==> src/common/gpm_pkg.sv <==
package gpm_pkg;
	// ----------------------------------------------------------------
	// geometry
	// ----------------------------------------------------------------
	localparam int NUM_PORTS = 5;
	localparam int PORT_W = 8;
	localparam int NUM_PINS = NUM_PORTS * PORT_W;
	localparam int MUX_W = 4;
	localparam int PORT_A = 0;
	localparam int PORT_B = 1;
	localparam int PORT_C = 2;
	// ----------------------------------------------------------------
	// mux codes
	// ----------------------------------------------------------------
	localparam logic [3:0] MUX_NONE = 4'h0;
	localparam logic [3:0] MUX_PERIPH = 4'h1;
	localparam logic [3:0] MUX_DEBUG = 4'h3;
	// ----------------------------------------------------------------
	// exception pins, one bit per pin within a port
	// ----------------------------------------------------------------
	localparam logic [7:0] RST_A_ALT = 8'h3f;
	localparam logic [7:0] RST_B_ALT = 8'h0c;
	localparam logic [7:0] RST_C_ALT = 8'h0f;
	localparam logic [7:0] RST_C_PUP = 8'h0f;
	localparam logic [7:0] RST_NONE = 8'h00;
	// ----------------------------------------------------------------
	// interrupt sense and drive codes
	// ----------------------------------------------------------------
	typedef enum logic [2:0]
	{
		GPM_IRQ_RISE = 3'h0,
		GPM_IRQ_FALL = 3'h1,
		GPM_IRQ_BOTH = 3'h2,
		GPM_IRQ_HIGH = 3'h3,
		GPM_IRQ_LOW = 3'h4
	} gpm_sense_t;
	typedef enum logic [1:0]
	{
		GPM_DRV_2MA = 2'h0,
		GPM_DRV_4MA = 2'h1,
		GPM_DRV_8MA = 2'h2
	} gpm_drive_t;
endpackage : gpm_pkg

==> src/core/gpm_ports.sv <==
`timescale 1ns/1ns
// Notes on behaviour
// - five port blocks A to E of eight pin slots each, of which up to 36 are usable pins.
// - a data write reaches the pin driver one edge later, so a pin can change every cycle.
// - each pin has a maskable interrupt on rising, falling, both edges, high or low level.
// - reads and writes of port data touch only pins selected by the address mask.
// - per-pin pull-up, pull-down, 2/4/8 mA drive, open drain, digital enable; slew only at 8 mA.
// - a cleared digital enable cuts the digital input path, leaving the analog path to software.
// - an alternate function drives a pin only with select and digital enable set and a code.
// - every pin is configured by its own bits with no grouping.
// - non-exception pins reset to tri-stated plain I/O with all settings zero.
// - the asynchronous reset returns every pin, exceptions included, to its default.
// - port A bits 5:0 and port B bits 3:2 reset to select 1, enable 1, no pulls, code 0x1.
// - port C bits 3:0 reset to select 1, enable 1, pull-up 1, code 0x3.
// - every direction bit resets to input.
module gpm_ports #(
	parameter int NP = gpm_pkg::NUM_PORTS,
	parameter int PW = gpm_pkg::PORT_W
) (
	// clock and reset
	input wire logic core_clk,
	input wire logic reset_n,
	// data access: port select, address mask, write data
	input wire logic [2:0] acc_port,
	input wire logic [7:0] acc_mask,
	input wire logic acc_wr,
	input wire logic [7:0] acc_wdata,
	output logic [7:0] acc_rdata,
	// per-pin configuration writes, one pin at a time
	input wire logic cfg_wr,
	input wire logic [5:0] cfg_pin,
	input wire logic cfg_dir,
	input wire logic cfg_alt,
	input wire logic cfg_den,
	input wire logic cfg_pup,
	input wire logic cfg_pdn,
	input wire logic cfg_odr,
	input wire logic cfg_slew,
	input wire logic [1:0] cfg_drive,
	input wire logic [3:0] cfg_mux,
	input wire logic cfg_ie,
	input wire logic [2:0] cfg_sense,
	// interrupt clear by pin, and pending status
	input wire logic irq_clr,
	input wire logic [5:0] irq_clr_pin,
	output logic [NP*PW-1:0] irq_status,
	output logic irq_req,
	// pads
	input wire logic [NP*PW-1:0] pad_in,
	output logic [NP*PW-1:0] pad_out,
	output logic [NP*PW-1:0] pad_oe,
	output logic [NP*PW-1:0] pad_pup,
	output logic [NP*PW-1:0] pad_pdn,
	output logic [2*NP*PW-1:0] pad_drive,
	output logic [NP*PW-1:0] pad_slew,
	// peripheral side: code 1 and code 3 functions
	input wire logic [NP*PW-1:0] per1_out,
	input wire logic [NP*PW-1:0] per1_oe,
	input wire logic [NP*PW-1:0] per3_out,
	input wire logic [NP*PW-1:0] per3_oe,
	output logic [NP*PW-1:0] per_in
);
	// five ports of eight pin slots
	localparam int N = NP * PW;

	// ----------------------------------------------------------------
	// per-pin state
	// ----------------------------------------------------------------
	logic [N-1:0] data_r, data_nxt, dir_r, dir_nxt, alt_r, alt_nxt, den_r, den_nxt;
	logic [N-1:0] pup_r, pup_nxt, pdn_r, pdn_nxt, odr_r, odr_nxt, slew_r, slew_nxt;
	logic [N-1:0] ie_r, ie_nxt, ist_r, ist_nxt, prev_r, prev_nxt;
	logic [1:0] drv_r [N], drv_nxt [N];
	logic [3:0] mux_r [N], mux_nxt [N];
	logic [2:0] sns_r [N], sns_nxt [N];
	logic [N-1:0] din, hit;

	// ----------------------------------------------------------------
	// per-pin logic
	// ----------------------------------------------------------------
	// each pin has its own slice
	for (genvar i = 0; i < N; i++)
	begin : g_pin
		localparam int P = i / PW;
		localparam int B = i % PW;
		localparam logic [7:0] AM = (P == gpm_pkg::PORT_A) ? gpm_pkg::RST_A_ALT :
			(P == gpm_pkg::PORT_B) ? gpm_pkg::RST_B_ALT :
			(P == gpm_pkg::PORT_C) ? gpm_pkg::RST_C_ALT : gpm_pkg::RST_NONE;
		localparam logic [7:0] UM = (P == gpm_pkg::PORT_C) ? gpm_pkg::RST_C_PUP :
			gpm_pkg::RST_NONE;
		localparam logic R_ALT = AM[B];
		localparam logic R_PUP = UM[B];
		localparam logic [3:0] R_MUX = !R_ALT ? gpm_pkg::MUX_NONE :
			(P == gpm_pkg::PORT_C) ? gpm_pkg::MUX_DEBUG : gpm_pkg::MUX_PERIPH;
		logic sel, use1, use3, pin_o, pin_e;

		assign sel = cfg_wr && (cfg_pin == 6'(i));
		// digital input path gated by the digital enable
		assign din[i] = pad_in[i] & den_r[i];
		assign per_in[i] = din[i];

		// one peripheral only, and only with a nonzero code
		assign use1 = alt_r[i] && den_r[i] && (mux_r[i] == gpm_pkg::MUX_PERIPH);
		assign use3 = alt_r[i] && den_r[i] && (mux_r[i] == gpm_pkg::MUX_DEBUG);

		always_comb
		begin
			if (use1)
			begin
				pin_o = per1_out[i];
				pin_e = per1_oe[i];
			end
			else if (use3)
			begin
				pin_o = per3_out[i];
				pin_e = per3_oe[i];
			end
			else
			begin
				pin_o = data_r[i];
				pin_e = dir_r[i] && !(alt_r[i] && den_r[i] && mux_r[i] != gpm_pkg::MUX_NONE);
			end
		end

		assign pad_out[i] = odr_r[i] ? 1'b0 : pin_o;
		assign pad_oe[i] = odr_r[i] ? (pin_e && !pin_o) : pin_e;
		assign pad_pup[i] = pup_r[i];
		assign pad_pdn[i] = pdn_r[i];
		assign pad_drive[2*i+1:2*i] = drv_r[i];
		// slew applies only at 8 mA
		assign pad_slew[i] = slew_r[i] && (drv_r[i] == gpm_pkg::GPM_DRV_8MA);

		// detection per sense code, masked by the enable
		always_comb
		begin
			case (sns_r[i])
				gpm_pkg::GPM_IRQ_RISE: hit[i] = din[i] && !prev_r[i];
				gpm_pkg::GPM_IRQ_FALL: hit[i] = !din[i] && prev_r[i];
				gpm_pkg::GPM_IRQ_BOTH: hit[i] = din[i] != prev_r[i];
				gpm_pkg::GPM_IRQ_HIGH: hit[i] = din[i];
				gpm_pkg::GPM_IRQ_LOW: hit[i] = !din[i];
				default: hit[i] = 1'b0;
			endcase
		end

		always_comb
		begin
			// masked write, on the pin one edge later
			data_nxt[i] = (acc_wr && acc_port == 3'(P) && acc_mask[B]) ? acc_wdata[B] : data_r[i];
			dir_nxt[i] = sel ? cfg_dir : dir_r[i];
			alt_nxt[i] = sel ? cfg_alt : alt_r[i];
			den_nxt[i] = sel ? cfg_den : den_r[i];
			pup_nxt[i] = sel ? cfg_pup : pup_r[i];
			pdn_nxt[i] = sel ? cfg_pdn : pdn_r[i];
			odr_nxt[i] = sel ? cfg_odr : odr_r[i];
			slew_nxt[i] = sel ? cfg_slew : slew_r[i];
			drv_nxt[i] = sel ? cfg_drive : drv_r[i];
			mux_nxt[i] = sel ? cfg_mux : mux_r[i];
			sns_nxt[i] = sel ? cfg_sense : sns_r[i];
			ie_nxt[i] = sel ? cfg_ie : ie_r[i];
			prev_nxt[i] = din[i];
			// set wins over clear
			ist_nxt[i] = (ie_r[i] && hit[i]) ||
				(ist_r[i] && !(irq_clr && irq_clr_pin == 6'(i)));
		end

		always_ff @(posedge core_clk or negedge reset_n)
		begin
			if (!reset_n)
			begin
				data_r[i] <= 1'b0;
				dir_r[i] <= 1'b0;
				alt_r[i] <= R_ALT;
				den_r[i] <= R_ALT;
				pup_r[i] <= R_PUP;
				pdn_r[i] <= 1'b0;
				odr_r[i] <= 1'b0;
				slew_r[i] <= 1'b0;
				drv_r[i] <= gpm_pkg::GPM_DRV_2MA;
				mux_r[i] <= R_MUX;
				sns_r[i] <= gpm_pkg::GPM_IRQ_RISE;
				ie_r[i] <= 1'b0;
				ist_r[i] <= 1'b0;
				prev_r[i] <= 1'b0;
			end
			else
			begin
				data_r[i] <= data_nxt[i];
				dir_r[i] <= dir_nxt[i];
				alt_r[i] <= alt_nxt[i];
				den_r[i] <= den_nxt[i];
				pup_r[i] <= pup_nxt[i];
				pdn_r[i] <= pdn_nxt[i];
				odr_r[i] <= odr_nxt[i];
				slew_r[i] <= slew_nxt[i];
				drv_r[i] <= drv_nxt[i];
				mux_r[i] <= mux_nxt[i];
				sns_r[i] <= sns_nxt[i];
				ie_r[i] <= ie_nxt[i];
				ist_r[i] <= ist_nxt[i];
				prev_r[i] <= prev_nxt[i];
			end
		end
	end

	// ----------------------------------------------------------------
	// read and interrupt outputs
	// ----------------------------------------------------------------
	logic [7:0] rd_nxt, rd_r;
	always_comb
	begin
		rd_nxt = 8'h00;
		for (int b = 0; b < PW; b++)
			if (int'(acc_port) < NP)
				rd_nxt[b] = acc_mask[b] &
					(dir_r[int'(acc_port)*PW+b] ? data_r[int'(acc_port)*PW+b] :
					din[int'(acc_port)*PW+b]);
	end
	always_ff @(posedge core_clk or negedge reset_n)
	begin
		if (!reset_n)
			rd_r <= 8'h00;
		else
			rd_r <= rd_nxt;
	end
	assign acc_rdata = rd_r;
	assign irq_status = ist_r;
	assign irq_req = |ist_r;
endmodule : gpm_ports

==> config.mk <==
export PLATFORM = sky130hd
export DESIGN_NAME = gpm_ports
export DESIGN_NICKNAME = d
export VERILOG_FILES = /design/src/common/gpm_pkg.sv /design/src/core/gpm_ports.sv
export SDC_FILE = /design/constraint.sdc
export NUM_CORES = 1
export LEC_CHECK = 0
export BUFFER_PORTS_ARGS = -buffer_cell sky130_fd_sc_hd__buf_2
export CAP_MARGIN = 25
export CORE_ASPECT_RATIO = 0.8
export CORE_MARGIN = 2
export CORE_UTILIZATION = 45
export DETAILED_ROUTE_END_ITERATION = 8
export GPL_TIMING_DRIVEN = 0
export PLACE_DENSITY = 0.78
export SYNTH_ARGS = -nofsm -noshare
export SYNTH_HDL_FRONTEND = slang
export SYNTH_SLANG_ARGS = --single-unit
==> constraint.sdc <==
create_clock -name core_clk -period 2.35 [get_ports core_clk]
set_input_delay 0.235 -clock core_clk [delete_from_list [all_inputs] [get_ports core_clk]]
set_output_delay 0.235 -clock core_clk [all_outputs]
set_load 0.005 [all_outputs]
# After elaboration in Yosys (flattened, before gate mapping)
# Index checks and enable logic that the tools add are counted.
# W data, S select, Z words.
[classes]
eq_ne = 402
n_mux = 365
add_sub_neg = 7
magnitude_cmp = 9
reduce_logical = 889
n_bitwise = 48
[ops]
columns = ["op", "n"]
rows = [
  ["$logic_and A1 B1 Y1", 565],
  ["$mux W1", 301],
  ["$eq A3 B2 Y1 const B", 82],
  ["$logic_not A1 Y1", 200],
  ["$pmux W1 S5", 40],
  ["$eq A6 B5 Y1 const B", 32],
  ["$eq A4 B1 Y1 const B", 40],
  ["$eq A4 B2 Y1 const B", 40],
  ["$reduce_bool A4 Y1", 40],
  ["$bmux W1 S6", 21],
  ["$eq A3 B1 Y1 const B", 41],
  ["$eq A3 B3 Y1 const B", 41],
  ["$logic_not A3 Y1", 41],
  ["$eq A6 B4 Y1 const B", 16],
  ["$eq A6 B6 Y1 const B", 16],
  ["$eq A2 B2 Y1 const B", 40],
  ["$lt A7 B7 Y1 const B", 7],
  ["$and A1 B1 Y1", 48],
  ["$eq A6 B3 Y1 const B", 8],
  ["$logic_or A1 B1 Y1", 40],
  ["$ne A1 B1 Y1", 40],
  ["$reduce_or A40 Y1", 1],
  ["$add A6 B3 Y7 const B", 4],
  ["$eq A6 B2 Y1 const B", 4],
  ["7 further kinds", 12],
]
[word_totals]
inputBits = 253
elab_cells = 2281
register_bits = 808
output_inout_bits = 369

# Longest topological paths before layout
# Gate-level depths: netlist of the first run.
[depth]
depth_word = 8
mapped_depth = 7
mapped_depth_nobuf = 6

# Least setup slack after synthesis of the first run
# OpenSTA, ideal clock, no wires.
[synth_timing]
path_type = "input port to flip-flop"
start = "in cfg_pin[3]"
end = "reg alt_r[39]"
t_arrival_ns = 1.632
path_stages = 7
n_path_buf = 3
required_time_ns = 2.225
setup_time_ns = 0.125
setup_slack_ns = 0.594
cell_sequence = "buf_4 nand2b_1 or2_1 nor2b_1 buf_4 buf_6 mux2_2"
[synth_via]
elab_chain_cells = 2
[synth_lines]
columns = ["item", "line", "rtl"]
rows = [
  ["from (decl)", "gpm_ports.sv:31", "input wire logic [5:0] cfg_pin,"],
  ["$eq A6 B6 Y1", "gpm_ports.sv:96", "assign sel = cfg_wr && (cfg_pin == 6'(i));"],
  ["$logic_and A1 B1 Y1", "gpm_ports.sv:96", ""],
  ["to (signal, indexed assignment)", "gpm_ports.sv:189", "alt_r[i] <= alt_nxt[i];"],
  ["to (decl)", "gpm_ports.sv:69", "logic [N-1:0] data_r, data_nxt, dir_r, dir_nxt, alt_r, alt_nxt, den_r, den_nxt;"],
]
# Every way passes these cells.
# A chain may end at the register's enable or synchronous reset.

# Final worst setup path of the first run
[layout_timing]
start = "reg den_r[4]"
end = "out pad_oe[4]"
[layout_via]
elab_chain_cells = 8
elab_cells_between_ends = 13
classes_between = "mux (5); reduce/logical (8)"
[layout_lines]
columns = ["item", "line", "rtl"]
rows = [
  ["from (decl)", "gpm_ports.sv:69", ""],
  ["from (signal, indexed assignment)", "gpm_ports.sv:190", "den_r[i] <= den_nxt[i];"],
  ["$logic_and A1 B1 Y1 *", "gpm_ports.sv:102, gpm_ports.sv:103, gpm_ports.sv:120", ""],
  ["$logic_and A1 B1 Y1", "gpm_ports.sv:120", "pin_e = dir_r[i] && !(alt_r[i] && den_r[i] && mux_r[i] != gpm_pkg::MUX_NONE);"],
  ["$logic_not A1 Y1", "gpm_ports.sv:120", ""],
  ["$logic_and A1 B1 Y1", "gpm_ports.sv:120", ""],
  ["$mux W1", "gpm_ports.sv:112", "else if (use3)"],
  ["$mux W1", "gpm_ports.sv:107", "if (use1)"],
  ["$logic_and A1 B1 Y1", "gpm_ports.sv:125", "assign pad_oe[i] = odr_r[i] ? (pin_e && !pin_o) : pin_e;"],
  ["$mux W1 *", "gpm_ports.sv:125", ""],
  ["to (decl)", "gpm_ports.sv:51", "output logic [NP*PW-1:0] pad_oe,"],
]
# Every way passes the cells marked *; elsewhere a longest branch is shown, timed or not.

==> flow_metrics.tcl, run 1 <==
set metrics [dict create \
    r2r_end "irq_status[1]" \
    ys_types 45 \
    root_buffer "clkbuf_16" \
    synth_most_common_cell "dfrtp_1" \
    worstHoldEndpoint "prev_r[38]" \
    synth-simple-area-share 0.0750 \
    yosys-top-cells-area "dfrtp_1, mux2_2, mux4_2, dfstp_2, ha_1" \
    finalWirelength_um 134000 \
    drc 0 \
    finClkSkew_ps 30.4 \
    fmax_mhz 397 \
    synthAdderAreaFrac 0.0266 \
    synth_area_um2 37700 \
    wl_per_cell_um 27.9 \
    place_ws_ps -204 \
    num_vias 27600 \
    final_max_slew_viol_count 0 \
    yosys.area.top_type "dfrtp_1" \
    crit_chain "nand2_2, or4b_4, mux2i_2, o21a_1, buf_2" \
    regMostFlops "mux_r" \
    synth_warnings 0 \
    reg2reg_depth 7 \
    drtAntennaViolNets 0 \
    finalNetCount 3952 \
    crit_path_max_fanout 2 \
    p_per_area_nw_per_um2 855 \
    synth.top_cell.area_share 0.507 \
    finalHoldViolations 0 \
    antenna_found_initial 29 \
    drt_iter0_markers 2565 \
    final_area_um2 46200 \
    area.growth.synth_to_final_pct 22.7 \
    grt_max_degree 120 \
    largest_reg_flops 160 \
    overflow 0 \
    syn-instance-count 2852 \
    worstPathRequired_ps 2120 \
    cts_tree "done" \
    worstPathArrival_ps 2280 \
    fp.coreArea_um2 82600 \
    gp_congestion 0.910 \
    synth_common_cells "dfrtp_1, mux2_2, nand2_1" \
    layout-drive-gt1-share 0.493 \
    numCtsBuffers 85 \
    hold_depth 3 \
    worstSkewPairLatency_ps 670 \
    r2r-start "den_r[1]" \
    end_kind "output port" \
    clkTransAtPathRegs_ps 60 \
    setup_violations 18 \
    synth.area.mux_share 0.290 \
    hpwl_um 101000 \
    synth-edff-count 0 \
    drtPass1Iterations 5 \
    grt_pass1_vias 28100 \
    synth_compound_area_frac 0.0364 \
    maxSlewHeadroom 0.234 \
    fp.dieH_um 263 \
    hold_start "pad_in[38]" \
    max-cap-violations 0 \
    vias_per_cell 5.75 \
    post_dp_cell_area_um2 42300 \
    die_area_um2 86100 \
    whs_ps 18.0 \
    clock-sinks 808 \
    pin_count 622 \
    critical_path_class "reg -> out" \
    ys_ff_latch 808 \
    synth.net_count 3185 \
    timing.final.ws_setup_ps -167 \
    cts.path.max_buffers 3 \
    worst_pin_slew_ps 1150 \
    htree_levels 3 \
    cpPeakStageDelay_ps 550 \
    finalCritPeriodShare 1.07 \
    cp-start-kind "flop" \
    ys_seq_area_frac 0.538 \
    ir_drop_mv 0.562 \
    ys.flop_type "dfrtp_1" \
    wl_met3_um 13000 \
    floorplan.initialDensity 0.456 \
    outcome "finished, violations left" \
    fin_crit_ps 2520 \
    top_layer "met5" \
    async_flop_share 1.00 \
    synthXorXnorAreaFrac 0 \
    failed_checks "setup timing" \
    die_w_um 328 \
    avgSynthCellArea_um2 13.2 \
    r2r_setup_slack_ps 110 \
    port_buffers 598 \
    row_count 94 \
    met2_length_um 60500 \
    hold_path.class "in -> reg" \
    fin_setup_tns_ps -1450 \
    fin_cells 4805 \
    wl_met1_um 54500 \
    crit_slowest_cell "dfstp_2" \
    synth_top_family_by_area "multiplexers" \
    rsz0062_at_grt "true" \
    power_leakage_uw 0.0227 \
    grt_pass1_wl_um 193000 \
    dp_cells 4564 \
    grt_usage 0.307 \
]
[worst max path at each step]
stage	startpoint	endpoint	depth (start not counted)
2_1_floorplan	cfg_pin[3]	alt_r[39]	7
3_3_place_gp	reset_n	pad_pup[37]	1
3_5_place_dp	irq_clr_pin[5]	irq_status[10]	6
4_1_cts	alt_r[5]	pad_oe[5]	5
5_1_grt	alt_r[5]	pad_oe[5]	5
6_report	den_r[4]	pad_oe[4]	5
[per-layer routing]
metal  global-route usage  vias to the layer above
met3                0.100                      276
li1                     -                    11800
met1                0.404                    14400
met4                0.119                       16
met2                0.472                     1170
met5                    0                        -
[power breakdown]
part	switching [µW]	internal, µW	total [µW]	leakage (µW)
Clock	5870	8030	13900	0.00141
Combinational	3380	3580	6960	0.0108
Sequential	2540	16100	18600	0.0105
[repair_timing]
| item | CTS | global route |
|---|---|---|
| hold buffers | 41 | 0 |
| endpoints found under the hold margin | 176 | 0 |
| pin swaps | 7 | 8 |
| setup buffers | 14 | 16 |
| gates resized for setup | 55 | 38 |
| endpoints found under the setup margin | 47 | 91 |
| gates cloned | 0 | 1 |
[cells in the final DEF, fill, tap and decap left out, types with 12 or more instances in the layout]
cell	n
nor4_1	40
o311ai_0	40
mux2i_2	17
buf_4	48
mux2i_1	70
mux2_2	747
nand3b_1	42
nor2_2	12
dfstp_2	44
mux4_2	64
nand2_1	161
nand4_1	19
ha_1	80
inv_1	162
o21ai_0	128
buf_2	629
dfrtp_1	761
clkinv_2	16
nand3_1	42
clkbuf_8	18
o21a_1	40
clkbuf_1	95
or4b_4	23
nor2_1	99
nand2_2	32
dlygate4sd3_1	41
clkbuf_16	89
[logic make-up (layout without fill, tap and decap cells)]
group / after synthesis / after routing
muxes: 912 / 912
buffers and inverters: 297 / 1136
AOI/OAI and AO/OA: 224 / 224
adders and majority gates: 80 / 80
DFF: 808 / 808
other: 0 / 10
and+or+nand+nor: 531 / 531
[critical path: cells and delay by family (launching register included)]
| kind | cells | cell delay (ps) |
|---|---|---|
| DFF | 1 | 550 |
| AOI/OAI and AO/OA | 1 | 170 |
| muxes | 1 | 180 |
| buffers and inverters | 1 | 120 |
| and+or+nand+nor | 2 | 590 |
[metrics by stage]
stage                     utilization  power [µW]
after floorplan                     -       21100
after global placement          0.509       24800
after detailed placement        0.512       25100
after CTS                       0.556       39400
after global routing            0.560       41000
final                           0.560       39500
[area by class of cell]
class / count / area [µm²]
antenna: 10 / 25.0
buffer: 135 / 676
clock buffer: 125 / 2520
clock inverter: 34 / 345
fill: 6805 / 36300
inverter: 162 / 608
multi-input combinational: 1747 / 16500
sequential: 808 / 20300
tap: 1104 / 1380
timing repair buffer: 680 / 3920
No activity file was read; power rests on OpenSTA's default activity.
==> run 2: changes to the inputs <==
--- a/config.mk
+++ b/config.mk
@@ -5,14 +5,15 @@
 export SDC_FILE = /design/constraint.sdc
 export NUM_CORES = 1
 export LEC_CHECK = 0
+export ABC_CLOCK_PERIOD_IN_PS = 2350
 export BUFFER_PORTS_ARGS = -buffer_cell sky130_fd_sc_hd__buf_2
 export CAP_MARGIN = 25
 export CORE_ASPECT_RATIO = 0.8
 export CORE_MARGIN = 2
-export CORE_UTILIZATION = 45
+export CORE_UTILIZATION = 55
 export DETAILED_ROUTE_END_ITERATION = 8
 export GPL_TIMING_DRIVEN = 0
-export PLACE_DENSITY = 0.78
+export PLACE_DENSITY = 0.9
 export SYNTH_ARGS = -nofsm -noshare
 export SYNTH_HDL_FRONTEND = slang
 export SYNTH_SLANG_ARGS = --single-unit
==> flow_metrics.tcl, run 2 (synthesis results as in run 1) <==
set metrics [dict create \
    outcome "finished, violations left" \
    failed_checks "setup timing" \
    fp.coreArea_um2 67500 \
    ir_drop_mv 0.576 \
    hold_path.class "in -> reg" \
    finalHoldViolations 0 \
    r2r_end "irq_status[1]" \
    hpwl_um 97800 \
    hold_depth 3 \
    antenna_found_initial 39 \
    crit_path_max_fanout 3 \
    maxSlewHeadroom 0.241 \
    overflow 0 \
    finalCritPeriodShare 1.06 \
    grt_pass1_vias 28800 \
    cpLargestDelayFamily "simple AND/OR/NAND/NOR gates" \
    regMostFlops "mux_r" \
    fmax_mhz 401 \
    drc 0 \
    setup_violations 18 \
    layout_common_cells "dfrtp_1, mux2_2, buf_2" \
    finClkSkew_ps 16.3 \
    die_area_um2 70600 \
    grt_pass1_wl_um 192000 \
    worstHoldEndpoint "prev_r[20]" \
    die_w_um 297 \
    drtPass1Iterations 5 \
    final_area_um2 45700 \
    fin_crit_ps 2500 \
    vias_per_cell 6.23 \
    fp.dieH_um 238 \
    drt_iter0_markers 2776 \
    grt_usage 0.378 \
    wl_per_cell_um 29.2 \
    worstPathRequired_ps 2120 \
    root_buffer "clkbuf_16" \
    critical_path_class "reg -> out" \
    num_vias 28700 \
    reg2reg_depth 7 \
    utilization 0.677 \
    grt_max_degree 126 \
    multi_input_area_um2 16400 \
    final_common_cell "dfrtp_1" \
    clkTransAtPathRegs_ps 60 \
    pin_count 622 \
    p_per_area_nw_per_um2 852 \
    row_count 85 \
    finalWirelength_um 135000 \
    hold_start "pad_in[20]" \
    largest_reg_flops 160 \
    end_kind "output port" \
    rsz0062_at_grt "true" \
    register_area_um2 20300 \
    cts_tree "done" \
    max-cap-violations 0 \
    dp_cells 4375 \
    drtAntennaViolNets 0 \
    path_buf_inv 1 \
    r2r_setup_slack_ps 170 \
    floorplan.initialDensity 0.558 \
    crit_slowest_cell "nor4_1" \
    r2r-start "den_r[1]" \
    layout-drive-gt1-share 0.489 \
    gp_congestion 0.941 \
    finalNetCount 3940 \
    cpPeakStageDelay_ps 490 \
    numCtsBuffers 79 \
    final_max_slew_viol_count 0 \
    cp-start-kind "flop" \
    crit_chain "nor4_1, nand4_1, or3_1, buf_2" \
    fill_cells 4552 \
    port_buffers 598 \
    htree_levels 3 \
    cts.path.max_buffers 3 \
    worstSkewPairLatency_ps 630 \
    timing.final.ws_setup_ps -146 \
    worst_pin_slew_ps 1140 \
    fin_cells 4611 \
    area.growth.synth_to_final_pct 21.3 \
    post_dp_cell_area_um2 42100 \
    worstPathArrival_ps 2260 \
    clock-sinks 808 \
    power_leakage_uw 0.0226 \
]
## run 2: cell count changes in the layout (fill, tap and decap cells not counted), sizes merged
cell / before / now
diode: 10 / 25
dlygate4sd3: 41 / 32
clkbuf: 202 / 194
buf: 697 / 700
clkinv: 19 / 16
clkinvlp: 5 / 2
bufinv: 5 / 7
## run 2: report_power, final
part,switching (µW),leakage (µW),internal (µW)
combinational,3500,0.0108,3540
sequential,2480,0.0105,16100
clock,5650,0.00132,7670
## run 2: cell type report
type / count / area share
Sequential cell: 808 / 0.444
Timing Repair Buffer: 674 / 0.0841
Clock inverter: 30 / 0.00764
Tap cell: 913 / 0.0250
Antenna cell: 25 / 0.00137
Clock buffer: 117 / 0.0509
Buffer: 135 / 0.0148
Multi-Input combinational cell: 1747 / 0.359
Inverter: 162 / 0.0133
## run 2: worst reg2reg max path, cell delays in order (launching register included)
cell,delay [ps]
dfstp_2,540
buf_4,100
nand2_1,280
ha_1,420
inv_1,40
mux4_2,440
nand3b_1,90
o311ai_0,120
## run 2: repair_timing
item | CTS | global route
setup buffers | 15 | 16
cloned | 0 | 1
gates resized for setup | 53 | 28
endpoints found under the setup margin | 47 | 155
pin swaps | 7 | 9
endpoints found under the hold margin | 110 | 0
hold buffers | 32 | 0
## run 2: worst max path at each step
stage                   startpoint              to  slack (ps)  cells after the start
floorplan               cfg_pin[3]       alt_r[39]         590                      7
global placement           reset_n     pad_pup[37]      -15920                      1
detailed placement  irq_clr_pin[5]  irq_status[11]        -130                      6
CTS                      alt_r[17]     pad_out[17]        -150                      5
global route             den_r[17]      pad_oe[17]        -180                      5
finish              irq_status[11]         irq_req        -150                      4
## run 2: through the flow
stage	total power (µW)	hold WS (ps)	TNS, ps	worst slack (ps)
after CTS	38600	14.2	-1360	-151
after global routing	40200	38.8	-2440	-183
after global placement	24600	472	-	-15920
after floorplan	21100	-60.6	0	594
final	38900	41.9	-1060	-146
after detailed placement	25100	207	-1760	-126
## run 2: per-layer routing
| metal | track usage | share of wire | vias to the layer above |
|---|---|---|---|
| met5 | 0 | 0.0010 | - |
| met4 | 0.197 | 0.060 | 22 |
| met3 | 0.138 | 0.12 | 444 |
| met2 | 0.569 | 0.45 | 1711 |
| met1 | 0.479 | 0.37 | 14800 |
| li1 | - | - | 11800 |
